===== src/rtl/srl_pkg.sv =====
// Purpose: shared constants for the serial register write link
// Assumes: system clock of 20 MHz, link bit rate well below it
// Notes: register contents and LED logic live outside this block
// Contract
// write-only link, never drives read data
// bytes are eight bits, MSB first
// first byte is address; 00h general call
// second byte sets pointer, then auto-increment
// address is six strap pins, upper zero
// all straps high disables register writes
// host stays within registers 00h to 18h
// host straps addresses 01h to 3Eh
// three-wire pins: select, clock, data, neg low
// three-wire samples data on rising clock
// three-wire last byte commits on select rise
// early select rise discards partial byte
// pair mode samples rising clock, data moves low
// data fall with clock high is header
// last byte commits on end pulse rise
// header mid-byte discards partial byte
// bridge forwards data with setup lead
// bridge emits header on select fall
// bridge forces data high, adds end pulse
// repeater retimes data and regenerates header
// host initialises pair links with long select pulse
// counters clear at every frame start
package srl_pkg;
    localparam int CLK_HZ = 20_000_000;
    localparam int BYTE_W = 8;
    localparam int ADDR_W = 6;
    localparam logic [7:0] GENERAL_CALL = 8'h00;
    localparam logic [7:0] EXCLUDED_ADDR = 8'h3F;
    localparam logic [5:0] STRAP_ALL_HIGH = 6'h3F;
    localparam logic [7:0] LAST_REG = 8'h18;
    localparam int SETUP_NS = 10;
    localparam int END_PULSE_NS = 40;
    localparam int SETUP_CYC = (SETUP_NS * CLK_HZ / 1_000_000_000) < 1 ? 1 :
        SETUP_NS * CLK_HZ / 1_000_000_000;
    localparam int END_PULSE_CYC = (END_PULSE_NS * CLK_HZ / 1_000_000_000) < 1 ? 1 :
        END_PULSE_NS * CLK_HZ / 1_000_000_000;
    localparam int FIFO_DEPTH = 32;
    localparam int FIFO_W = 16;
endpackage


===== src/rtl/srl_sync.sv =====
// Purpose: two-flop synchroniser for one pin
// Assumes: input asynchronous to clk_in
// Notes: first flop read only by the second
`timescale 1ns/1ns
module srl_sync (
    input wire logic clk_in,
    input wire logic rst_in,
    input wire logic d_in,
    output logic q_out
);
    logic meta_r;
    always_ff @(posedge clk_in) begin
        if (rst_in) begin
            meta_r <= 1'b0;
            q_out <= 1'b0;
        end else begin
            meta_r <= d_in;
            q_out <= meta_r;
        end
    end
endmodule


===== src/rtl/srl_fifo.sv =====
// Purpose: flip-flop FIFO with valid/ready on both sides
// Assumes: single clock
// Notes: full and empty are exact
`timescale 1ns/1ns
module srl_fifo #(
    parameter int WIDTH = 16,
    parameter int DEPTH = 32
) (
    input wire logic clk_in,
    input wire logic rst_in,
    input wire logic in_valid_in,
    output logic in_ready_out,
    input wire logic [WIDTH-1:0] in_data_in,
    output logic out_valid_out,
    input wire logic out_ready_in,
    output logic [WIDTH-1:0] out_data_out
);
    localparam int AW = $clog2(DEPTH);
    logic [WIDTH-1:0] mem_r [DEPTH];
    logic [AW-1:0] wr_r;
    logic [AW-1:0] rd_r;
    logic [AW:0] cnt_r;
    logic push;
    logic pop;
    assign in_ready_out = (cnt_r != DEPTH[AW:0]);
    assign out_valid_out = (cnt_r != '0);
    assign out_data_out = mem_r[rd_r];
    assign push = in_valid_in && in_ready_out;
    assign pop = out_valid_out && out_ready_in;
    always_ff @(posedge clk_in) begin
        if (push) begin
            mem_r[wr_r] <= in_data_in;
        end
    end
    always_ff @(posedge clk_in) begin
        if (rst_in) begin
            wr_r <= '0;
            rd_r <= '0;
            cnt_r <= '0;
        end else begin
            if (push) begin
                wr_r <= (wr_r == AW'(DEPTH - 1)) ? '0 : wr_r + 1'b1;
            end
            if (pop) begin
                rd_r <= (rd_r == AW'(DEPTH - 1)) ? '0 : rd_r + 1'b1;
            end
            if (push && !pop) begin
                cnt_r <= cnt_r + 1'b1;
            end else if (pop && !push) begin
                cnt_r <= cnt_r - 1'b1;
            end
        end
    end
endmodule


===== src/rtl/srl_link.sv =====
// Purpose: serial register write front end with bridge and repeater output
// Assumes: link pins asynchronous, sampled by sys_clk_in
// Notes: writes leave through a FIFO as {pointer, value}
`timescale 1ns/1ns
module srl_link #(
    parameter int FIFO_DEPTH = srl_pkg::FIFO_DEPTH
) (
    input wire logic sys_clk_in,
    input wire logic rst_in,
    input wire logic three_wire_mode_in,
    input wire logic link_clock_in_pos,
    input wire logic link_clock_in_neg,
    input wire logic link_data_in_pos,
    input wire logic link_data_in_neg,
    input wire logic [5:0] address_strap_pins,
    output logic link_clock_out,
    output logic link_data_out,
    output logic wr_valid_out,
    input wire logic wr_ready_in,
    output logic [7:0] wr_addr_out,
    output logic [7:0] wr_data_out,
    output logic overflow_out
);
    typedef enum logic [1:0] {
        SRL_IDLE, SRL_DEV, SRL_PTR, SRL_DATA
    } srl_state_t;
    typedef enum logic [2:0] {
        SRL_TX_IDLE, SRL_TX_HDR, SRL_TX_RUN, SRL_TX_ENDHI, SRL_TX_ENDLO, SRL_TX_ENDUP,
        SRL_TX_REHDR
    } srl_tx_t;
    // longest clock low, in system clocks, still taken as an end pulse
    localparam logic [2:0] SHORT_LOW_MAX = 3'h2;

    logic ck_s, dp_s, dn_s, cs_s, mode_s;
    logic [5:0] strap_s;
    logic ck_d_r, dp_d_r, cs_d_r;

    srl_sync u_sck (.clk_in(sys_clk_in), .rst_in(rst_in), .d_in(link_clock_in_pos),
        .q_out(ck_s));
    srl_sync u_scn (.clk_in(sys_clk_in), .rst_in(rst_in), .d_in(link_clock_in_neg),
        .q_out(cs_s));
    srl_sync u_sdp (.clk_in(sys_clk_in), .rst_in(rst_in), .d_in(link_data_in_pos),
        .q_out(dp_s));
    srl_sync u_sdn (.clk_in(sys_clk_in), .rst_in(rst_in), .d_in(link_data_in_neg),
        .q_out(dn_s));
    srl_sync u_smd (.clk_in(sys_clk_in), .rst_in(rst_in), .d_in(three_wire_mode_in),
        .q_out(mode_s));
    genvar gi;
    generate
        for (gi = 0; gi < 6; gi++) begin : g_strap
            srl_sync u_sa (.clk_in(sys_clk_in), .rst_in(rst_in),
                .d_in(address_strap_pins[gi]), .q_out(strap_s[gi]));
        end
    endgenerate

    // differential pair: logical level is pos above neg; cs shares the neg clock pin
    logic pair_clk, pair_dat;
    assign pair_clk = mode_s ? ck_s : (ck_s & ~cs_s);
    assign pair_dat = mode_s ? dp_s : (dp_s & ~dn_s);
    logic pair_clk_d_r;

    always_ff @(posedge sys_clk_in) begin
        if (rst_in) begin
            ck_d_r <= 1'b0;
            dp_d_r <= 1'b1;
            cs_d_r <= 1'b1;
            pair_clk_d_r <= 1'b1;
        end else begin
            ck_d_r <= pair_clk;
            dp_d_r <= pair_dat;
            cs_d_r <= cs_s;
            pair_clk_d_r <= pair_clk;
        end
    end

    // frame events
    logic clk_rise, clk_fall_pair, clk_rise_pair;
    logic frame_start, frame_end, bit_take;
    assign clk_rise = pair_clk && !ck_d_r;
    assign clk_rise_pair = pair_clk && !pair_clk_d_r;
    assign clk_fall_pair = !pair_clk && pair_clk_d_r;
    logic sel_fall, sel_rise, hdr_seen;
    assign sel_fall = mode_s && !cs_s && cs_d_r;
    assign sel_rise = mode_s && cs_s && !cs_d_r;
    assign hdr_seen = !mode_s && pair_clk && pair_clk_d_r && !pair_dat && dp_d_r;
    logic end_rise;
    logic in_frame_r;
    logic [2:0] lo_cnt_r;
    // end pulse told from a bit by its short low phase with data high; bits keep the
    // clock low for four system clocks or more, so a 40 ns pulse may be missed
    assign end_rise = !mode_s && clk_rise_pair && pair_dat && in_frame_r &&
        lo_cnt_r <= SHORT_LOW_MAX;
    assign frame_start = sel_fall || hdr_seen;
    assign frame_end = sel_rise || end_rise;
    assign bit_take = mode_s ? (!cs_s && clk_rise) : (clk_rise && !end_rise);

    always_ff @(posedge sys_clk_in) begin
        if (rst_in) begin
            in_frame_r <= 1'b0;
        end else if (frame_start) begin
            in_frame_r <= 1'b1;
        end else if (frame_end) begin
            in_frame_r <= 1'b0;
        end
    end

    // width of the present low phase of the pair clock, saturating
    always_ff @(posedge sys_clk_in) begin
        if (rst_in) begin
            lo_cnt_r <= '0;
        end else if (pair_clk) begin
            lo_cnt_r <= '0;
        end else if (lo_cnt_r != 3'h7) begin
            lo_cnt_r <= lo_cnt_r + 3'h1;
        end
    end

    // byte assembly
    logic [2:0] bit_cnt_r;
    logic [7:0] shift_r;
    logic [7:0] held_byte_r;
    logic held_r;
    logic [1:0] byte_cnt_r;
    logic byte_done;
    assign byte_done = bit_take && in_frame_r && bit_cnt_r == 3'd7;

    always_ff @(posedge sys_clk_in) begin
        if (rst_in) begin
            bit_cnt_r <= '0;
            shift_r <= '0;
        end else if (frame_start || frame_end) begin
            bit_cnt_r <= '0;
        end else if (bit_take && in_frame_r) begin
            shift_r <= {shift_r[6:0], pair_dat};
            bit_cnt_r <= bit_cnt_r + 3'd1;
        end
    end

    // address / pointer parsing
    logic [7:0] dev_addr;
    logic selected_r;
    logic [7:0] ptr_r;
    logic [7:0] fresh_byte;
    assign dev_addr = {2'b00, strap_s};
    assign fresh_byte = {shift_r[6:0], pair_dat};
    logic commit_now;
    logic [7:0] commit_val;
    logic fifo_ready;

    always_ff @(posedge sys_clk_in) begin
        if (rst_in) begin
            byte_cnt_r <= '0;
            selected_r <= 1'b0;
            ptr_r <= '0;
            held_r <= 1'b0;
            held_byte_r <= '0;
        end else if (frame_start) begin
            byte_cnt_r <= '0;
            held_r <= 1'b0;
        end else if (frame_end) begin
            held_r <= 1'b0;
            if (held_r) begin
                ptr_r <= ptr_r + 8'd1;
            end
        end else if (byte_done) begin
            unique case (byte_cnt_r)
                2'd0: begin
                    selected_r <= strap_s != srl_pkg::STRAP_ALL_HIGH &&
                        (fresh_byte == dev_addr ||
                         (fresh_byte == srl_pkg::GENERAL_CALL &&
                          dev_addr != srl_pkg::EXCLUDED_ADDR));
                    byte_cnt_r <= 2'd1;
                end
                2'd1: begin
                    ptr_r <= fresh_byte;
                    byte_cnt_r <= 2'd2;
                end
                default: begin
                    // a held byte is written once the next one proves it was not last
                    if (held_r) begin
                        ptr_r <= ptr_r + 8'd1;
                    end
                    held_byte_r <= fresh_byte;
                    held_r <= 1'b1;
                end
            endcase
        end
    end

    assign commit_now = selected_r && held_r && (frame_end || (byte_done && byte_cnt_r == 2'd2));
    assign commit_val = held_byte_r;

    // writes queue in the FIFO; a full FIFO drops and flags
    logic [15:0] fifo_out;
    logic fifo_valid;
    srl_fifo #(.WIDTH(srl_pkg::FIFO_W), .DEPTH(FIFO_DEPTH)) u_fifo (
        .clk_in(sys_clk_in),
        .rst_in(rst_in),
        .in_valid_in(commit_now),
        .in_ready_out(fifo_ready),
        .in_data_in({ptr_r, commit_val}),
        .out_valid_out(fifo_valid),
        .out_ready_in(wr_ready_in && !wr_valid_out),
        .out_data_out(fifo_out)
    );

    // output stage registered; R1: no read path exists
    always_ff @(posedge sys_clk_in) begin
        if (rst_in) begin
            wr_valid_out <= 1'b0;
            wr_addr_out <= '0;
            wr_data_out <= '0;
            overflow_out <= 1'b0;
        end else begin
            if (wr_valid_out && wr_ready_in) begin
                wr_valid_out <= 1'b0;
            end else if (fifo_valid && wr_ready_in && !wr_valid_out) begin
                wr_valid_out <= 1'b1;
                wr_addr_out <= fifo_out[15:8];
                wr_data_out <= fifo_out[7:0];
            end
            if (commit_now && !fifo_ready) begin
                overflow_out <= 1'b1;
            end
        end
    end

    // bridge / repeater transmitter
    srl_tx_t tx_r;
    logic [3:0] tmr_r;
    always_ff @(posedge sys_clk_in) begin
        if (rst_in) begin
            tx_r <= SRL_TX_IDLE;
            tmr_r <= '0;
            link_clock_out <= 1'b1;
            link_data_out <= 1'b1;
        end else begin
            if (tmr_r != '0) begin
                tmr_r <= tmr_r - 4'd1;
            end
            unique case (tx_r)
                SRL_TX_IDLE: begin
                    link_clock_out <= 1'b1;
                    if (frame_start) begin
                        link_data_out <= 1'b0;
                        tx_r <= SRL_TX_HDR;
                    end else begin
                        link_data_out <= 1'b1;
                    end
                end
                SRL_TX_HDR: begin
                    link_clock_out <= 1'b0;
                    tx_r <= SRL_TX_RUN;
                end
                SRL_TX_RUN: begin
                    if (!mode_s && hdr_seen) begin
                        // data up first so the regenerated header is a clean fall
                        link_data_out <= 1'b1;
                        tx_r <= SRL_TX_REHDR;
                    end else if (frame_end) begin
                        link_data_out <= 1'b1;
                        link_clock_out <= 1'b0;
                        tmr_r <= 4'(srl_pkg::SETUP_CYC);
                        tx_r <= SRL_TX_ENDUP;
                    end else if (bit_take) begin
                        // data placed one cycle before the clock rise gives setup lead
                        link_data_out <= pair_dat;
                        link_clock_out <= 1'b0;
                        tmr_r <= 4'(srl_pkg::SETUP_CYC);
                        tx_r <= SRL_TX_ENDHI;
                    end else if (mode_s ? !pair_clk : clk_fall_pair) begin
                        link_clock_out <= 1'b0;
                    end
                end
                SRL_TX_REHDR: begin
                    link_clock_out <= 1'b1;
                    if (link_clock_out) begin
                        link_data_out <= 1'b0;
                        tx_r <= SRL_TX_HDR;
                    end
                end
                SRL_TX_ENDUP: begin
                    // clock high with data high, then the short low pulse
                    if (tmr_r <= 4'd1) begin
                        link_clock_out <= 1'b1;
                        tmr_r <= '0;
                        tx_r <= SRL_TX_ENDLO;
                    end
                end
                SRL_TX_ENDHI: begin
                    if (tmr_r == 4'd1) begin
                        link_clock_out <= 1'b1;
                        tx_r <= SRL_TX_RUN;
                    end
                end
                SRL_TX_ENDLO: begin
                    link_clock_out <= 1'b0;
                    if (tmr_r == 4'd0) begin
                        tmr_r <= 4'(srl_pkg::END_PULSE_CYC);
                    end
                    if (tmr_r == 4'd1) begin
                        link_clock_out <= 1'b1;
                        tx_r <= SRL_TX_IDLE;
                    end
                end
                default: tx_r <= SRL_TX_IDLE;
            endcase
        end
    end
endmodule


===== config.mk =====
export PLATFORM = sky130hd
export DESIGN_NAME = srl_link
export DESIGN_NICKNAME = d
export VERILOG_FILES = /design/src/rtl/srl_pkg.sv /design/src/rtl/srl_sync.sv /design/src/rtl/srl_fifo.sv /design/src/rtl/srl_link.sv
export SDC_FILE = /design/constraint.sdc
export NUM_CORES = 1
export LEC_CHECK = 0
export BUFFER_PORTS_ARGS = -buffer_cell sky130_fd_sc_hd__clkbuf_2
export CAP_MARGIN = 10
export CORE_ASPECT_RATIO = 1.25
export CORE_MARGIN = 4
export CORE_UTILIZATION = 30
export CTS_CLUSTER_DIAMETER = 60
export CTS_CLUSTER_SIZE = 40
export DETAILED_ROUTE_END_ITERATION = 8
export GPL_TIMING_DRIVEN = 0
export PLACE_DENSITY_LB_ADDON = 0.08
export SETUP_SLACK_MARGIN = 0.3
export SYNTH_ARGS = -nofsm -noshare
export SYNTH_HDL_FRONTEND = slang
export SYNTH_SLANG_ARGS = --single-unit

===== constraint.sdc =====
create_clock -name sys_clk_in -period 4.7 [get_ports sys_clk_in]
set_input_delay 0.235 -clock sys_clk_in [delete_from_list [all_inputs] [get_ports sys_clk_in]]
set_output_delay 0.235 -clock sys_clk_in [all_outputs]
set_load 0.1 [all_outputs]

**After elaboration in Yosys (flattened, before gate mapping)**

Memories as Yosys holds them, arrays and structs flattened. A register that Yosys moved wholly into a read port is not among the register bits.
Cells that the tools add are included.

- Add/subtract/negate cells: 8
- Magnitude comparators: 2
- Equal/unequal tests: 25
- Mux-type cells: 47
- Bitwise operators: 9
- Reduce and logical (&&, ||, !) cells: 80

Operators with widths:

| kind | number |
|---|---|
| $logic_and A1 B1 Y1 | 34 |
| $mux W3 | 8 |
| $mux W4 | 6 |
| $mux W8 | 3 |
| $pmux W3 S7 | 1 |
| $mux W1 | 20 |
| $pmux W8 S2 | 1 |
| $ne A2 B2 Y1 const B | 7 |
| $eq A3 B3 Y1 const B | 4 |
| $logic_not A1 Y1 | 12 |
| $mux W6 | 2 |
| $ne A6 B6 Y1 const B | 2 |
| $pmux W4 S3 | 1 |
| $reduce_bool A6 Y1 | 2 |
| $reduce_or A2 Y1 | 6 |
| $add A5 B1 Y5 const B | 2 |
| $eq A5 B5 Y1 const B | 2 |
| $mux W5 | 2 |
| $reduce_and A3 Y1 | 3 |
| $add A8 B1 Y8 const B | 1 |
| $eq A8 B6 Y1 | 1 |
| $logic_not A8 Y1 | 1 |
| $ne A4 B4 Y1 const B | 2 |
| $reduce_and A4 Y1 | 2 |
| 28 further kinds | 46 |

- Bits in registers: 87
- Memory bits (writable): 512
- Input bits: 14
- Output and inout bits: 20
- Memories: 1

Memory list:

| name | words | bits a word | rd ports | clocked after memory_dff | write ports | line | text |
|---|---|---|---|---|---|---|---|
| u_fifo.mem_r | 32 | 16 | 1 | 1 | 1 | srl_fifo.sv:19 | `logic [WIDTH-1:0] mem_r [DEPTH];` |

**Logic depth before layout (Yosys ltp)**

- Word-level depth: 21
- Gate-level depth with buffers: 14

**Cells and area by module**

From an unflattened synthesis, not the netlist that was laid out.

- Cell total of the unflattened synthesis: 1518
- Area total of the unflattened synthesis: 24544.8 um2

By module, submodules not included:

| module | instances | cells an instance | area each (um2) | seq. area each (um2) |
|---|---|---|---|---|
| srl_fifo | 1 | 1085 | 20761.2 | 15795.1 |
| srl_link | 1 | 389 | 3205.6 | 1301.2 |
| srl_sync | 11 | 4 | 52.6 | 40.0 |

**Worst setup path before layout**

OpenSTA, ideal clock, no wires.

- Kind: flip-flop to flip-flop
- From: register u_scn.q_out
- To: register u_fifo.cnt_r[5]
- Arrival time: 3187 ps
- Required time: 4579 ps
- Path slack: 1392 ps
- Cell stages (with the launch flop): 13
- Path buffers: 0
- Clock period less this slack: 3308 ps
- Cell sequence: dfxtp_1 or4b_4 o31ai_4 a21oi_1 nor3_2 ha_1 inv_1 ha_1 a21o_1 a21oi_1 o21ai_0 o311ai_0 mux2_2

- Cells in the longest elaborated chain, start to end: 20

RTL lines:

| what | line | text |
|---|---|---|
| start: declaration | srl_sync.sv:9 | `output logic q_out` |
| start signal: assignment | srl_sync.sv:18 | `q_out <= meta_r;` |
| $not A1 Y1 | srl_link.sv:58 | `assign pair_clk = mode_s ? ck_s : (ck_s & ~cs_s);` |
| $and A1 B1 Y1 | srl_link.sv:58 |  |
| $mux W1 | srl_link.sv:58 |  |
| $logic_and A1 B1 Y1 | srl_link.sv:80 | `assign clk_rise_pair = pair_clk && !pair_clk_d_r;` |
| $logic_and A1 B1 Y1 (4 in series) | srl_link.sv:91 | `assign end_rise = !mode_s && clk_rise_pair && pair_dat && in_frame_r &&` |
| $logic_not A1 Y1 | srl_link.sv:95 | `assign bit_take = mode_s ? (!cs_s && clk_rise) : (clk_rise && !end_rise);` |
| $logic_and A1 B1 Y1 | srl_link.sv:95 |  |
| $mux W1 | srl_link.sv:95 |  |
| $logic_and A1 B1 Y1 (2 in series) | srl_link.sv:125 | `assign byte_done = bit_take && in_frame_r && bit_cnt_r == 3'd7;` |
| $logic_and A1 B1 Y1 | srl_link.sv:190 | `assign commit_now = selected_r && held_r && (frame_end \|\| (byte_done && byte_cnt_r == 2'd2));` |
| $logic_or A1 B1 Y1 (*) | srl_link.sv:190 |  |
| $logic_and A1 B1 Y1 (*) | srl_link.sv:190 |  |
| $logic_and A1 B1 Y1 (*) | srl_fifo.sv:28 | `assign push = in_valid_in && in_ready_out;` |
| net u_fifo.push | srl_fifo.sv:23 | `logic push;` |
| $logic_not A1 Y1 | srl_fifo.sv:49 | `end else if (pop && !push) begin` |
| $logic_and A1 B1 Y1 | srl_fifo.sv:49 |  |
| $reduce_bool A2 Y1 (no source line) | - |  |
| end signal: assignment | srl_fifo.sv:48 | `cnt_r <= cnt_r + 1'b1;` |
| end signal: assignment | srl_fifo.sv:50 | `cnt_r <= cnt_r - 1'b1;` |
| end: declaration | srl_fifo.sv:22 | `logic [AW:0] cnt_r;` |

Mark *: on every way through the listed nets, which the timed path passes. The rest lies on a longest branch.
A chain may end at the register's enable or synchronous reset.

**Worst setup path in the final report**

- From: register u_sck.q_out
- To: register u_fifo.cnt_r[5]

- Cells in the longest elaborated chain, start to end: 19

RTL lines:

| what | line |
|---|---|
| start: declaration | srl_sync.sv:9 |
| start signal: assignment | srl_sync.sv:18 |
| $and A1 B1 Y1 | srl_link.sv:58 |
| $mux W1 (*) | srl_link.sv:58 |
| $logic_and A1 B1 Y1 | srl_link.sv:80 |
| $logic_and A1 B1 Y1 (4 in series) | srl_link.sv:91 |
| $logic_not A1 Y1 | srl_link.sv:95 |
| $logic_and A1 B1 Y1 | srl_link.sv:95 |
| $mux W1 | srl_link.sv:95 |
| $logic_and A1 B1 Y1 (2 in series) | srl_link.sv:125 |
| $logic_and A1 B1 Y1 | srl_link.sv:190 |
| $logic_or A1 B1 Y1 (*) | srl_link.sv:190 |
| $logic_and A1 B1 Y1 (*) | srl_link.sv:190 |
| $logic_and A1 B1 Y1 (*) | srl_fifo.sv:28 |
| net u_fifo.push | srl_fifo.sv:23 |
| $logic_not A1 Y1 | srl_fifo.sv:49 |
| $logic_and A1 B1 Y1 | srl_fifo.sv:49 |
| $reduce_bool A2 Y1 (no source line) | - |

Marked as above.

==> results.md <==
- Most frequent CP cell: ha_1
- Synth cell types: 67
- Pwr Density: 367 nW/um2
- Critical Path AT: roughly 4.6 ns
- Die Span Y: 327 um
- Relative slew margins: 0.226
- Number of global-route vias before repair: 13797
- Routed Antenna Nets: 0
- Reg-to-reg critical path endpoint: u_fifo.cnt_r[5]$_SDFFE_PP0P_
- RSZ-0062 raised after global routing: no
- Pin count of the biggest net entering global routing: 37
- HP Class: primary input to flop
- Max incr delay on CP: 0.60 ns
- Count leader, synth: edfxtp_1
- Synth Area per Inst: 17.4 um2
- Reg2Reg Setup Slack: approximately 0.64 ns
- VDD IR max: a little over 0.0002 V
- CP Buf/Inv Count: 1
- Slew Limit Fails: 0
- WS Path Type: flop to flop
- Slowest stage cell on the critical path: nor4bb_1
- Crit path max-delay family: simple AND/OR/NAND/NOR gates
- Gp weighted congestion: 0.756
- Die area: roughly 86000 um2
- DIE WIDTH: 263 um
- Clk Tree Root Cell: clkbuf_16
- Max frequency: 246 MHz
- Via count: roughly 13000
- Commonest cells in the netlist: edfxtp_1, mux4_2, dfxtp_1
- Synth area leader: edfxtp_1
- Worst Max-Slew Pin Slew: about 1.2 ns
- CTS tree: built
- Yosys warnings: 0
- Crit path max fanout: 7
- Crit-path cells: nor4bb_1, o31a_1, a21oi_1, nor3_2, ha_1, inv_1, ha_1, nor2b_1, nand2_1, o311ai_0, mux2_2
- DR WL/cell: 25.1 um
- CP Capture Type: flop
- Cell count of the worst reg-to-reg path: 11
- Sink Count: between 600 and 700
- Detailed Route WL: 66000 um
- Status: finished clean
- Startpoint types: flop
- Storage cell area: 17500 um2
- Resize count post-CTS: 0
- Ys flop type: edfxtp_1
- Post-synth top area share: 0.631
- Yosys reg bits: 615
- Starting Density: 0.304
- Grt total ovfl: 0
- Part of the cycle the worst path needs: 0.863
- Cell Area, Synth: 24400 um2
- Syn Inst Count: 1401
- Worst reg2reg path startpoint: u_sck.q_out$_SDFF_PP0_
- Max_cap viols: 0
- Clock Skew: between 0.02 and 0.03 ns
- Core Rows: between 100 and 150
- Clock buffer count from CTS: 45
- Initial drt markers: 981
- Hold Crit Depth: 3
- Global-route wire length before repair: 97100 um
- Layout cells sized above 1: 0.238
- Sum Neg Setup Slack: 0 ns
- Worst hold path endpoint: selected_r$_SDFFE_PP0P_
- Clock transition at path regs: 0.09 ns
- Post-DP HPWL: 44600 um
- Total Nets Final: 1565
- Fill cells: 7606
- Deepest clock path buffer count: 3
- Clock insertion delay at the later pin of the skew report: ~0.60 ns
- GRT Overall Usage: 0.153
- Initial antenna violation count: 4
- Post-synth EDFFs: 512
- Core area: 80300 um2
- Area occupied by multi-input gates: ~6700 um2
- Post-route DRC: 0
- FFs w/ async S/R, synth: 0
- Post-Syn Nets: 1438
- Setup violators final: 0
- Hold_sp: rst_in
- Critical Path RT: 5.19 ns
- Synth top area cells: edfxtp_1, mux4_2, dfxtp_1
- PortBufs: 32
- Pleak: 8.87 nW
- Area growth syn-to-layout: 15.8%
- Via density: between 4 and 5
- Drt pass-1 iters: 5
- # IOs: 34
- Post-layout power: 10.4 mW
- Setup bufs post-CTS: 0
- Sequential share of the synthesized area: 0.715
- Fin. Hold Viols: 0
- H-tree lvl count: 2
- Period minus WS final: 4.06 ns
## worst reg2reg max path, delay by kind of cell, from the launching register on
family,cells,cell delay (ns)
buffers and inverters,1,0.16
multiplexers,1,0.38
AO/OA/AOI/OAI,3,1.01
flip-flops,1,0.39
adder cells (fa/ha/maj),2,0.70
AND/OR/NAND/NOR,4,1.32
## area by class of cell
class / count / area share
clock buffer: 45 / 0.0399
sequential: 615 / 0.618
buffer: 78 / 0.0113
clock inverter: 36 / 0.0155
tap: 1062 / 0.0471
inverter: 14 / 0.00186
timing repair buffer: 80 / 0.0304
multi-input combinational: 694 / 0.236
antenna: 1 / 0.0000886
## flip-flops by register name, indices dropped and copies added, names as in the netlist, 6 cells and up
register	count
u_fifo.mem_r	512
commit_val	8
ptr_r	8
wr_addr_out	8
wr_data_out	8
shift_r	7
g_strap.u_sa.meta_r	6
g_strap.u_sa.q_out	6
u_fifo.cnt_r	6
## metrics by stage
| stage | utilization | cells | setup WS [ns] | cell area [um2] | hold WS (ns) |
|---|---|---|---|---|---|
| floorplan | - | 1401 | 1.39 | 24400 | 0.363 |
| global placement | 0.322 | 2495 | 0.181 | 25900 | 0.427 |
| detailed placement | 0.330 | 2529 | 0.683 | 26500 | 0.426 |
| CTS | 0.351 | 2622 | 0.662 | 28200 | 0.270 |
| global route | 0.352 | 2624 | 0.343 | 28200 | 0.340 |
| finish | 0.352 | 2625 | 0.642 | 28200 | 0.306 |
## how the worst max path moves through the flow
stage / from / to / cells past startpoint
after CTS: u_fifo.cnt_r[1]$_SDFFE_PP0P_ / u_fifo.cnt_r[5]$_SDFFE_PP0P_ / 11
after floorplan: u_scn.q_out$_SDFF_PP0_ / u_fifo.cnt_r[5]$_SDFFE_PP0P_ / 12
after global placement: u_scn.q_out$_SDFF_PP0_ / u_fifo.mem_r[26][4]$_DFFE_PP_ / 5
final: u_sck.q_out$_SDFF_PP0_ / u_fifo.cnt_r[5]$_SDFFE_PP0P_ / 11
after global routing: u_sck.q_out$_SDFF_PP0_ / u_fifo.cnt_r[5]$_SDFFE_PP0P_ / 12
after detailed placement: u_fifo.cnt_r[1]$_SDFFE_PP0P_ / u_fifo.cnt_r[5]$_SDFFE_PP0P_ / 11
## cell families (layout without fill, tap and decap cells)
group / after synthesis / after routing / synth area share
and+or+nand+nor: 325 / 325 / 0.0693
adders and majority gates: 23 / 23 / 0.0121
xor gates and xnor gates: 13 / 13 / 0.00467
DFF: 615 / 615 / 0.715
AOI/OAI and AO/OA: 152 / 152 / 0.0424
other: 0 / 1 / 0
buffers and inverters: 92 / 253 / 0.0152
muxes: 181 / 181 / 0.141
## placed cells by master (no fill, tap or decap), drive strengths merged, types with 6 or more instances in the layout
cell type      n
or4           14
nand2         72
nor4           6
ha            22
o21ai         19
clkinv        14
nand3         42
o32ai          7
nand3b         6
mux2          18
nor2b         30
nand4          6
clkbuf       122
dfxtp        103
a21oi         45
nor2          70
nor3b         17
inv           34
o22ai         13
buf           69
a211oi         6
o211ai        18
nor3          28
xor2           9
a31oi          6
dlygate4sd3   12
mux2i         35
edfxtp       512
mux4         128
## report_power, final
part | total (mW) | switching [mW] | leakage [nW] | internal [mW]
Combinational | 0.296 | 0.191 | 2.52 | 0.105
Clock | 4.18 | 2.21 | 0.766 | 1.97
Sequential | 5.88 | 0.0352 | 5.59 | 5.85
## repair_timing
action / in CTS / in global routing
endpoints found under the hold margin: 12 / 0
hold buffers: 12 / 0
endpoints found under the setup margin: 0 / 0
## metal layers
layer,vias to the layer above,GRT usage,part of all wire
met5,-,0,0.00020
met4,2,0.0430,0.027
met2,236,0.270,0.51
li1,5872,-,-
met3,75,0.0241,0.037
met1,6848,0.197,0.42
Note: power is estimated with default switching activity, not from simulation.
